### src/opamp_ctrl_pkg.sv
// Package with register offsets, field positions, reset values and codes for the amplifier control.
package opamp_ctrl_pkg;
  localparam logic [11:0] ctrl0_offset    = 12'h000;
  localparam logic [11:0] ctrl1_offset    = 12'h004;
  localparam logic [11:0] ctrl2_offset    = 12'h008;
  localparam logic [11:0] override_offset = 12'h00c;
  localparam logic [11:0] trim_offset     = 12'h010;
  localparam logic [11:0] status_offset   = 12'h014;
  localparam logic [11:0] adc_link_offset = 12'h018;
  localparam int enable_bit     = 7;
  localparam int unity_bit      = 3;
  localparam int soc_lsb        = 0;
  localparam int gain_lsb       = 4;
  localparam int ladder_bit     = 3;
  localparam int neg_pin_lsb    = 0;
  localparam int neg_chan_lsb   = 4;
  localparam int pos_chan_lsb   = 0;
  localparam int pos_pin_lsb    = 8;
  localparam int or_enable_bit  = 7;
  localparam int or_pol_bit     = 6;
  localparam int or_src_lsb     = 8;
  localparam int or_high_lsb    = 0;
  localparam int or_low_lsb     = 3;
  localparam int adc_link_bit   = 0;
  localparam int adc_chan_lsb   = 8;
  localparam logic [7:0] trim_factory_default = 8'h80;
  localparam logic [2:0] chan_ladder  = 3'h1;
  localparam logic [2:0] chan_pin     = 3'h2;
  localparam logic [1:0] soc_basic    = 2'h0;
  localparam logic [1:0] soc_to_gnd   = 2'h1;
  localparam logic [1:0] soc_to_vdd   = 2'h2;
  // Override mode field codes: basic, unity gain, rail high, rail low.
  localparam logic [2:0] hw_basic     = 3'h0;
  localparam logic [2:0] hw_unity     = 3'h1;
  localparam logic [2:0] hw_rail_high = 3'h2;
  localparam logic [2:0] hw_rail_low  = 3'h3;
  typedef enum logic [1:0] {mode_basic, mode_unity, mode_rail_high, mode_rail_low} amp_mode_type;
endpackage : opamp_ctrl_pkg

### src/opamp_mode_override_control.sv
// APB-controlled mode, override, source and trim control for the on-chip amplifier.
`timescale 1ns/100ps
module opamp_mode_override_control
  import opamp_ctrl_pkg::*;
#(
  parameter int src_count = 4
) (
  input  wire logic                 pclk,
  input  wire logic                 presetn,
  input  wire logic                 psel,
  input  wire logic                 penable,
  input  wire logic                 pwrite,
  input  wire logic [11:0]          paddr,
  input  wire logic [31:0]          pwdata,
  output logic      [31:0]          prdata,
  output logic                      pready,
  output logic                      pslverr,
  input  wire logic [src_count-1:0] override_sources,
  input  wire logic [7:0]           factory_trim,
  output logic                      amp_active,
  output logic                      amp_output_pin_port_oe_n,
  output amp_mode_type              amp_mode,
  output logic                      fb_to_inv_input,
  output logic                      amp_inv_pin_free,
  output logic [2:0]                pos_source,
  output logic [2:0]                neg_source,
  output logic                      pos_pin_connect,
  output logic                      neg_pin_connect,
  output logic [2:0]                amp_noninv_pin,
  output logic [2:0]                amp_inv_pin,
  output logic                      ladder_active,
  output logic [2:0]                ladder_tap,
  output logic [7:0]                offset_trim,
  output logic                      adc_from_amp
);

  logic [7:0]  ctrl0_ff;
  logic [7:0]  ctrl1_ff;
  logic [10:0] ctrl2_ff;
  logic [9:0]  override_config_reg_ff;
  logic [7:0]  offset_trim_reg_ff;
  logic        trim_load_ff;
  // Wide enough for the link bit and the whole three-bit ADC channel field.
  logic [10:0] adc_link_ff;
  logic [31:0] prdata_ff;
  logic        pslverr_ff;

  wire logic       amp_enable              = ctrl0_ff[enable_bit];
  wire logic       unity_gain_sel          = ctrl0_ff[unity_bit];
  wire logic [1:0] soc_field               = ctrl0_ff[soc_lsb +: 2];
  wire logic [2:0] gain_tap_sel            = ctrl1_ff[gain_lsb +: 3];
  wire logic       ladder_enable           = ctrl1_ff[ladder_bit];
  wire logic [2:0] neg_pin_sel             = ctrl1_ff[neg_pin_lsb +: 3];
  wire logic [2:0] neg_channel_sel         = ctrl2_ff[neg_chan_lsb +: 3];
  wire logic [2:0] pos_channel_sel         = ctrl2_ff[pos_chan_lsb +: 3];
  wire logic [2:0] pos_pin_sel             = ctrl2_ff[pos_pin_lsb +: 3];
  wire logic       override_enable         = override_config_reg_ff[or_enable_bit];
  wire logic       override_polarity       = override_config_reg_ff[or_pol_bit];
  wire logic [1:0] override_source_sel     = override_config_reg_ff[or_src_lsb +: 2];
  wire logic [2:0] override_mode_when_high = override_config_reg_ff[or_high_lsb +: 3];
  wire logic [2:0] override_mode_when_low  = override_config_reg_ff[or_low_lsb +: 3];
  wire logic       adc_link                = adc_link_ff[adc_link_bit];
  wire logic [2:0] adc_pos_channel_sel     = adc_link_ff[adc_chan_lsb +: 3];

  wire logic access_phase = psel & penable;
  wire logic wr_en        = access_phase & pwrite;
  wire logic addr_ok      = (paddr == ctrl0_offset) | (paddr == ctrl1_offset) |
                            (paddr == ctrl2_offset) | (paddr == override_offset) |
                            (paddr == trim_offset) | (paddr == status_offset) |
                            (paddr == adc_link_offset);

  // Every source is synchronised so switching the selector never samples a raw pin.
  logic [src_count-1:0] srcs_sync1_ff;
  logic [src_count-1:0] srcs_sync2_ff;
  wire logic src_raw_sel = srcs_sync2_ff[override_source_sel];
  wire logic src_level   = src_raw_sel ^ override_polarity;

  function automatic amp_mode_type decode_hw(input logic [2:0] code);
    case (code)
      hw_unity:     decode_hw = mode_unity;
      hw_rail_high: decode_hw = mode_rail_high;
      hw_rail_low:  decode_hw = mode_rail_low;
      default:      decode_hw = mode_basic;
    endcase
  endfunction : decode_hw

  function automatic amp_mode_type decode_soc(input logic [1:0] code, input logic ug);
    case (code)
      soc_to_vdd: decode_soc = mode_rail_high;
      soc_to_gnd: decode_soc = mode_rail_low;
      soc_basic:  decode_soc = ug ? mode_unity : mode_basic;
      default:    decode_soc = mode_basic;
    endcase
  endfunction : decode_soc

  // Override mode selection by source level after polarity.
  wire amp_mode_type hw_mode = src_level ? decode_hw(override_mode_when_high)
                                         : decode_hw(override_mode_when_low);
  wire amp_mode_type sel_mode = override_enable ? hw_mode
                                                : decode_soc(soc_field, unity_gain_sel);
  wire amp_mode_type nxt_mode = amp_enable ? sel_mode : mode_basic;

  wire logic nxt_pos_pin = amp_enable & (pos_channel_sel == chan_pin);
  wire logic nxt_neg_pin = amp_enable & (neg_channel_sel == chan_pin) &
                           (nxt_mode != mode_unity);
  wire logic nxt_unity   = amp_enable & (nxt_mode == mode_unity);
  // ADC channel choice wins over the positive pin field when linked; the inverting pin always follows its own field.
  wire logic [2:0] nxt_noninv = adc_link ? adc_pos_channel_sel : pos_pin_sel;
  wire logic [2:0] nxt_inv    = neg_pin_sel;
  wire logic [2:0] nxt_pos_src = (pos_channel_sel > 3'h5) ? 3'h0 : pos_channel_sel;
  wire logic [2:0] nxt_neg_src = ((neg_channel_sel > 3'h5) || (neg_channel_sel == 3'h3))
                                 ? 3'h0 : neg_channel_sel;

  always_ff @(posedge pclk or negedge presetn) begin
    if (!presetn) begin
      srcs_sync1_ff <= '0;
      srcs_sync2_ff <= '0;
    end else begin
      srcs_sync1_ff <= override_sources;
      srcs_sync2_ff <= srcs_sync1_ff;
    end
  end

  always_ff @(posedge pclk or negedge presetn) begin
    if (!presetn) begin
      ctrl0_ff               <= '0;
      ctrl1_ff               <= '0;
      ctrl2_ff               <= '0;
      override_config_reg_ff <= '0;
      adc_link_ff            <= '0;
    end else if (wr_en) begin
      if (paddr == ctrl0_offset) ctrl0_ff <= pwdata[7:0] & 8'hab;
      if (paddr == ctrl1_offset) ctrl1_ff <= pwdata[7:0] & 8'h7f;
      if (paddr == ctrl2_offset) ctrl2_ff <= pwdata[10:0];
      if (paddr == override_offset) override_config_reg_ff <= pwdata[9:0];
      if (paddr == adc_link_offset) adc_link_ff <= pwdata[10:0] & 11'h701;
    end
  end

  // The factory value is a port, so it is loaded by a clocked step after reset release.
  always_ff @(posedge pclk or negedge presetn) begin
    if (!presetn) begin
      offset_trim_reg_ff <= trim_factory_default;
      trim_load_ff       <= 1'b1;
    end else if (trim_load_ff) begin
      offset_trim_reg_ff <= factory_trim;
      trim_load_ff       <= 1'b0;
    end else if (wr_en && (paddr == trim_offset)) begin
      offset_trim_reg_ff <= pwdata[7:0];
    end
  end

  wire logic [31:0] status_word = {24'h0, ladder_active, adc_from_amp, src_level,
                                   amp_active, 2'h0, amp_mode};
  wire logic [31:0] rd_word =
      (paddr == ctrl0_offset)    ? {24'h0, ctrl0_ff} :
      (paddr == ctrl1_offset)    ? {24'h0, ctrl1_ff} :
      (paddr == ctrl2_offset)    ? {21'h0, ctrl2_ff} :
      (paddr == override_offset) ? {22'h0, override_config_reg_ff} :
      (paddr == trim_offset)     ? {24'h0, offset_trim_reg_ff} :
      (paddr == status_offset)   ? status_word :
      (paddr == adc_link_offset) ? {21'h0, adc_link_ff} : 32'h0;

  always_ff @(posedge pclk or negedge presetn) begin
    if (!presetn) begin
      prdata_ff  <= '0;
      pslverr_ff <= 1'b0;
    end else begin
      prdata_ff  <= (psel & ~penable & ~pwrite) ? rd_word : prdata_ff;
      pslverr_ff <= psel & ~penable & ~addr_ok;
    end
  end

  always_ff @(posedge pclk or negedge presetn) begin
    if (!presetn) begin
      amp_active               <= 1'b0;
      amp_output_pin_port_oe_n <= 1'b0;
      amp_mode                 <= mode_basic;
      fb_to_inv_input          <= 1'b0;
      amp_inv_pin_free         <= 1'b0;
      pos_source               <= '0;
      neg_source               <= '0;
      pos_pin_connect          <= 1'b0;
      neg_pin_connect          <= 1'b0;
      amp_noninv_pin           <= '0;
      amp_inv_pin              <= '0;
      ladder_active            <= 1'b0;
      ladder_tap               <= '0;
      adc_from_amp             <= 1'b0;
    end else begin
      amp_active               <= amp_enable;
      amp_output_pin_port_oe_n <= amp_enable;
      amp_mode                 <= nxt_mode;
      fb_to_inv_input          <= nxt_unity;
      amp_inv_pin_free         <= nxt_unity;
      pos_source               <= nxt_pos_src;
      neg_source               <= nxt_neg_src;
      pos_pin_connect          <= nxt_pos_pin;
      neg_pin_connect          <= nxt_neg_pin;
      amp_noninv_pin           <= nxt_noninv;
      amp_inv_pin              <= nxt_inv;
      ladder_active            <= amp_enable & ladder_enable &
                                  ((pos_channel_sel == chan_ladder) |
                                   (neg_channel_sel == chan_ladder));
      ladder_tap               <= gain_tap_sel;
      adc_from_amp             <= amp_enable & adc_link;
    end
  end

  assign offset_trim = offset_trim_reg_ff;
  assign prdata      = prdata_ff;
  assign pslverr     = pslverr_ff & access_phase;
  // Read data is captured in setup, so every access completes in its first access cycle.
  assign pready      = 1'b1;

endmodule : opamp_mode_override_control

### config.mk
export PLATFORM = sky130hd
export DESIGN_NAME = opamp_mode_override_control
export DESIGN_NICKNAME = d
export VERILOG_FILES = /design/src/opamp_ctrl_pkg.sv /design/src/opamp_mode_override_control.sv
export SDC_FILE = /design/constraint.sdc
export NUM_CORES = 1
export LEC_CHECK = 0
export ABC_CLOCK_PERIOD_IN_PS = 5200
export BUFFER_PORTS_ARGS = -buffer_cell sky130_fd_sc_hd__buf_2
export CAP_MARGIN = 5
export CORE_MARGIN = 2
export CORE_UTILIZATION = 45
export CTS_BUF_LIST = sky130_fd_sc_hd__clkbuf_8
export DETAILED_ROUTE_END_ITERATION = 10
export PLACE_DENSITY = 0.77
export SLEW_MARGIN = 40
export SYNTH_ARGS = -nofsm -noshare
export SYNTH_HDL_FRONTEND = slang
export SYNTH_SLANG_ARGS = --single-unit
export TNS_END_PERCENT = 1
### constraint.sdc
create_clock -name pclk -period 5.2 [get_ports pclk]
set_input_delay 0.78 -clock pclk [delete_from_list [all_inputs] [get_ports pclk]]
set_output_delay 0.78 -clock pclk [all_outputs]
set_load 0.03 [all_outputs]
After elaboration in Yosys (flattened, before gate mapping). Index checks and enable logic that the tools add are counted.

$add $sub $neg: 0. Multiply operators: 0. Divide/modulo/power cells: 0. Magnitude comparators: 3. Equal/unequal tests: 21. Shifts and indexed selects: 0. Muxes and demuxes: 21. Bitwise operators: 24. Reductions and logical operators: 10.

Operator list (number): $mux W11 (7); $eq A12 B5 Y1 const B (3); $eq A12 B4 Y1 const B (2); $eq A3 B2 Y1 const B (7); $pmux W2 S3 (3); $mux W8 (2); $and A1 B1 Y1 (13); $eq A12 B3 Y1 const B (1); $eq A3 B1 Y1 const B (4); $logic_not A12 Y1 (1); $reduce_and A2 Y1 (5); $mux W3 (3); $or A1 B1 Y1 (7); $gt A3 B3 Y1 const B (2); $mux W2 (3); $eq A2 B1 Y1 const B (2); $lt A2 B3 Y1 const B (1); $not A1 Y1 (3); $bmux W1 S2 (1); $eq A2 B2 Y1 const B (1); $logic_not A2 Y1 (1); $mux W1 (2); $ne A2 B1 Y1 const B (1); $reduce_bool A2 Y1 (1); other kinds (3) (3).

Register bits: 110. Bits in latches: 0. Memory bits (writable): 0. Memory bits (read-only): 0. Input port bits: 61. Output and inout port bits: 67. Logic and storage cells: 102. Memories: 0.

Depth between registers and ports, before layout. Gate-level depths: netlist of the first run.

Depth after elaboration: 9. Depth in mapped cells: 8. Depth with buffers taken out: 7.

Worst setup path after synthesis of the first run. OpenSTA, ideal clock, no wires.

Path kind: input to register. From: input port paddr[6]. To: register ctrl2_ff[10]. Library setup time: 125 ps. Arrival time: 2118 ps. Data required time: 5075 ps. Setup slack: 2957 ps. Stages on the path: 5. Buffers on the path: 1. Cells stage by stage: nor4_4 -> nand3_4 -> nor4_4 -> buf_6 -> mux2_2.

Longest elaborated chain between the ends: 2.

RTL lines: from (decl) (RTL line opamp_mode_override_control.sv:13) `input wire logic [11:0] paddr,`; $eq A12 B4 Y1 (RTL line opamp_mode_override_control.sv:134) `if (paddr == ctrl2_offset) ctrl2_ff <= pwdata[10:0];`; $reduce_and A2 Y1 (no line); to (signal assigned) (RTL line opamp_mode_override_control.sv:134); to (decl) (RTL line opamp_mode_override_control.sv:39) `logic [10:0] ctrl2_ff;`.

Every way passes these cells. A chain may end at the register's enable or synchronous reset.

Worst setup path after layout of the first run.
From: input port paddr[3]. To: register override_config_reg_ff[5].

Longest elaborated chain between the ends: 2.

RTL lines: $eq A12 B4 Y1 (RTL line opamp_mode_override_control.sv:135) `if (paddr == override_offset) override_config_reg_ff <= pwdata[9:0];`; $reduce_and A2 Y1 (no line); to (signal assigned) (RTL line opamp_mode_override_control.sv:135); to (decl) (RTL line opamp_mode_override_control.sv:40) `logic [9:0] override_config_reg_ff;`.

Every way passes these cells.

==> qor.yml, run 1 <==
place:
  dp_cells: 524
  port_buffers: 84
  post-dp-hpwl_microns: 6630
  place.gp.congestion: 0.881
detailed_routing:
  ant_nets: 0
  drt_iter0_drc: 289
  vias_per_cell: 5.42
  vias: 2926
  wl_per_cell_microns: 16.8
  wl_microns: 9100
  first_pass_iters: 4
  drc: 0
critical_path:
  slowest_stage: "and3_1"
  cp-end-kind: "register"
  worst_ep_required_time_ns: 5.43
  max_stage_delay_ns: 0.61
  cp_cell_sequence: "buf_2 > nor2b_1 > and3_1 > mux2_2"
  critPathLaunchType: "primary input"
  path_class: "primary input to register"
  critical_path.top_delay_family: "simple AND/OR/NAND/NOR gates"
  worst-path-buf-inv: 1
  crit_arrival_ns: 2.66
  critPathMaxFanout: 18
clock_network:
  cts_max_level: 3
  max-clock-path-buffers: 2
  ctsResizeCount: 0
  cts_tree: "done"
  cts_setup_buffers: 0
  postCtsHoldBufs: 0
  clk_pin_slew_ns: 0.08
  cts-root-buf: "clkbuf_8"
  cts_buffers: 9
  clock_sinks: 89
  clkLatencyLatePin_ns: 0.35
finish:
  seqCellArea_sq_um: 2230
  n_antenna_cell: 0
  final-instance-count-excl-fill: 540
  drive_gt1_share_pct: 35.6
  area_growth_pct: 14.2
  multi_input_area_sq_um: 1640
  num-fill-cells: 772
  fin_nets: 490
grt:
  grt_max_degree: 54
  grt_pass1_vias: 2799
  overflow: 0
  grt_usage_pct: 19.1
  grt_antenna_before_repair: 0
  grt_first_pass_wirelength_microns: 14600
power:
  power.density_nw_per_um2: 278
  ir_drop_mv: 0.155
  leakagePower_nw: 2.40
sta:
  worst_pin_slew_ns: 0.653
  finalHoldViolCount: 0
  hold_ws_ns: 0.353
  rsz0062_at_grt: "false"
  skew_ns: 0.00913
  setup_tns_ns: 0
  drv_slew: 0
  fin_crit_ns: 2.43
  setup_viol: 0
  relSlewSlack_pct: 56.5
  fin_crit_sh_pct: 46.7
  max_freq_ghz: 0.412
status:
  outcome: "finished, final reports clean"
synth:
  yosysSeqAreaShare_pct: 54.6
  synth_ff_type: "dfrtp_1"
  syn_avg_cell_area_sq_um: 11.7
  synth-edff-count: 0
  ys_warn_count: 0
  synthCells: 350
  synthTopCellsByArea: "dfrtp_1 53%, mux2_2 9.9%, buf_4 4.6%, o21ai_0 3.2%, nand2_1 3.0%"
  synth-async-reset-ratio_pct: 100
  synth_top_area_share_pct: 53.3
  ys_ff_latch: 89
  yosysTopAreaCell: "dfrtp_1"
  ys_types: 54
  synth_area_sq_um: 4090
flow_run:
  drv_cap: 0
floorplan:
  die_h_microns: 99.3
  pin_count: 128
  dieArea_sq_um: 9860
  initial_core_util_pct: 46.6
  rows: 34
  die_x_microns: 99.3
  core_region_area_sq_um: 8760
min_path:
  min_path_type: "register to register"
## registers in the layout, indices dropped and copies added (netlist names)
signal and flops:
ctrl0_ff 5, pos_pin_connect 1, amp_mode 2, ctrl1_ff 7
srcs_sync2_ff 4, neg_pin_connect 1, adc_from_amp 1, amp_inv_pin_free 1
ladder_active 1, adc_link_ff 4, amp_noninv_pin 3, amp_inv_pin 3
amp_output_pin_port_oe_n 1, ctrl2_ff 11, ladder_tap 3, override_config_reg_ff 10
pslverr_ff 1, srcs_sync1_ff 4, neg_source 3, prdata 11
offset_trim 8, trim_load_ff 1, pos_source 3
## final cells by class
type,instances,share of cell area [%]
clock inverters,6,1.45
inverters,9,0.724
well taps,108,2.90
multi-input cells,233,35.1
flip-flops and latches,89,47.8
repair buffers,86,9.39
clock buffers,9,2.66
## per-layer routing
layer  vias up  GRT usage [%]  routed length, microns
li1       1354              -                       -
met1      1427           26.5                    3820
met2       135           29.1                    4330
met3        10           5.06                     812
met4         0           6.74                     133
met5         -              0                       0
## worst paths after layout
check | start | slack [ns] | depth (start not counted) | endpoint
max in group asynchronous | presetn | 3.80 | 2 | ctrl2_ff[0]
min in group asynchronous | presetn | 0.36 | 1 | amp_inv_pin_free
min reg2reg | srcs_sync1_ff[2] | 0.35 | 0 | srcs_sync2_ff[2]
min | srcs_sync1_ff[2] | 0.35 | 0 | srcs_sync2_ff[2]
max | paddr[3] | 2.77 | 4 | override_config_reg_ff[5]
max reg2reg | override_config_reg_ff[8] | 3.12 | 5 | neg_pin_connect
## cell usage after synthesis, types with 3 or more instances
library cell and n:
clkbuf_1 5, buf_2 3, a22oi_1 3, nor3_1 3
nor4_4 3, nor2_1 11, o41ai_1 3, inv_1 8
and3_1 5, mux2_2 36, buf_1 3, buf_4 25
nand3_1 4, nand2_1 33, mux2i_1 12, a21oi_1 20
o22ai_1 4, nor2b_1 7, o21ai_0 26, a31oi_1 3
dfrtp_1 87
## stage by stage
stage / power (mW) / cell area (sq um) / worst slack, ns / util, %
after detailed placement: 0.847 / 4460 / 2.36 / 50.9
after global placement: 0.845 / 4460 / 2.38 / 50.9
final: 1.30 / 4660 / 2.77 / 53.2
after floorplan: 0.809 / 4160 / 2.96 / -
after global routing: 1.35 / 4660 / 2.71 / 53.2
after CTS: 1.31 / 4660 / 2.68 / 53.1
## logic make-up (layout without fill, tap and decap cells)
kind of cell | Yosys count | in the layout | synth area share [%]
compound gates | 78 | 78 | 12.1
xor+xnor | 1 | 1 | 0.398
fa+ha+maj | 1 | 1 | 0.306
buf+inv | 49 | 110 | 7.32
flops | 89 | 89 | 54.6
mux | 50 | 50 | 13.8
other cells | 2 | 23 | 0.184
simple gates | 80 | 80 | 11.4
## where the power goes
group | internal [mW] | switching, mW | total, mW
registers | 0.702 | 0.00907 | 0.711
logic | 0.0320 | 0.0904 | 0.122
clock network | 0.222 | 0.242 | 0.464
## cell usage in the layout, fill, tap and decap left out, types with 4 or more instances in the layout
cell,instances
o21ai_0,26
a21oi_1,20
inv_1,8
o22ai_1,4
clkbuf_8,9
mux2_2,36
and3_1,5
buf_2,83
nand2_1,33
nor2_1,11
nor2b_1,7
conb_1,23
dfrtp_1,87
mux2i_1,12
nand3_1,4
No activity file was read; power rests on OpenSTA's default activity.
==> run 2, diff against run 1 <==
ABC_CLOCK_PERIOD_IN_PS = 2300   (was 5200)
clock period = 2.3 ns   (was 5.2 ns; I/O delays follow)
==> qor.yml, run 2 (synthesis results as in run 1) <==
finish:
  fin_area_sq_um: 4780
  layout_commonest_cell: "dfrtp_1"
  num-fill-cells: 764
  final_cell_mix: "87 x dfrtp_1, 83 x buf_2, 36 x mux2_2"
  area_growth_pct: 16.9
  drive_gt1_share_pct: 36.9
  fin_nets: 499
  n_antenna_cell: 0
  seqCellArea_sq_um: 2230
  multi_input_area_sq_um: 1640
detailed_routing:
  wl_microns: 9350
  wl_per_cell_microns: 17.0
  vias: 2939
  first_pass_iters: 4
  drc: 0
  vias_per_cell: 5.34
  ant_nets: 0
  drt_iter0_drc: 265
sta:
  fin_crit_sh_pct: 88.0
  drv_slew: 0
  relSlewSlack_pct: 59.1
  rsz0062_at_grt: "false"
  finalHoldViolCount: 0
  max_freq_ghz: 0.494
  setup_viol: 0
  fin_crit_ns: 2.02
  worst_pin_slew_ns: 0.613
  setup_tns_ns: 0
  skew_ns: 0.0103
flow_run:
  drv_cap: 0
grt:
  grt_usage_pct: 19.7
  grt_antenna_before_repair: 0
  grt_first_pass_wirelength_microns: 15100
  grt_max_degree: 45
  grt_pass1_vias: 2970
  globalRouteMet3Util_pct: 3.51
  met2_usage_pct: 31.8
  overflow: 0
  gr-usage-met1_pct: 27.0
  gr-max-usage-layer: "met2"
floorplan:
  dieArea_sq_um: 9860
  die_h_microns: 99.3
  die_x_microns: 99.3
  core_region_area_sq_um: 8760
  initial_core_util_pct: 46.6
  rows: 34
  pin_count: 128
clock_network:
  cts_tree: "done"
  clk_pin_slew_ns: 0.09
  cts_setup_buffers: 0
  cts_max_level: 3
  max-clock-path-buffers: 2
  cts-root-buf: "clkbuf_8"
  clkLatencyLatePin_ns: 0.37
  clock_sinks: 89
  postCtsHoldBufs: 1
  ctsResizeCount: 0
  cts_buffers: 9
power:
  p_total_mw: 3.10
  power.density_nw_per_um2: 649
  leakagePower_nw: 2.47
  ir_drop_mv: 0.273
min_path:
  min_path_type: "primary input to register"
  hold_depth: 1
  hp-start: "override_sources[3]"
place:
  place.gp.congestion: 0.847
  port_buffers: 84
  post-dp-hpwl_microns: 6890
  post_dp_cell_area_sq_um: 4540
critical_path:
  reg2reg_from: "override_config_reg_ff[8]"
  cp-end-kind: "register"
  crit_arrival_ns: 2.28
  critPathLaunchType: "register"
  worst_ep_required_time_ns: 2.56
  reg2regPathDepth: 5
  startpoint: "override_config_reg_ff[8]"
  path_class: "register to register"
  critPathMaxFanout: 3
status:
  outcome: "finished, final reports clean"
==> run 2: changes by cell type in the layout (fill, tap and decap cells not counted) <==
cell,before,now
inv_6,2,3
bufinv_16,1,2
clkinvlp_4,2,1
buf_12,0,1
buf_4,3,10
dlygate4sd3_1,0,1
==> run 2: final timing paths <==
check,to,slack (ns)
max,neg_pin_connect,0.28
min,srcs_sync1_ff[3],0.08
max reg2reg,neg_pin_connect,0.28
min reg2reg,srcs_sync2_ff[3],0.35
max in group asynchronous,ctrl2_ff[10],1.14
min in group asynchronous,offset_trim[5],0.50
==> run 2: layout make-up <==
cell class / instances / share of cell area (%)
tap: 108 / 2.83
clock buffer: 9 / 2.59
multi-input combinational: 233 / 34.2
inverter: 9 / 0.707
clock inverter: 7 / 2.07
sequential: 89 / 46.7
timing repair buffer: 95 / 10.9
==> run 2: metrics by stage <==
step | utilization [%] | hold slack, ns | worst slack [ns] | cells
after CTS | 54.5 | 0.0698 | 0.263 | 550
final | 54.5 | 0.0828 | 0.277 | 550
after detailed placement | 51.9 | 0.335 | 0.166 | 533
after floorplan | - | 0.0494 | 0.454 | 371
after global routing | 54.5 | 0.0715 | 0.180 | 550
after global placement | 51.9 | 0.333 | 0.197 | 533
==> run 2: critical path: stages, from the launching register on <==
cell      delay (ns)
dfrtp_1         0.41
mux4_2          0.57
xnor2_2         0.24
mux2_4          0.33
a221oi_2        0.29
nor2_1          0.07
==> run 2: power breakdown <==
group | switching [mW] | internal, mW | total [mW]
logic | 0.209 | 0.0803 | 0.289
registers | 0.0200 | 1.59 | 1.61
clock network | 0.581 | 0.621 | 1.20
total | 0.810 | 2.29 | 3.10
==> run 2: metal layers <==
layer  vias up  share of wire (%)
met5         -                  0
met4         0                1.7
met3        17                5.9
met2       119                 48
met1      1433                 44
li1       1370                  -
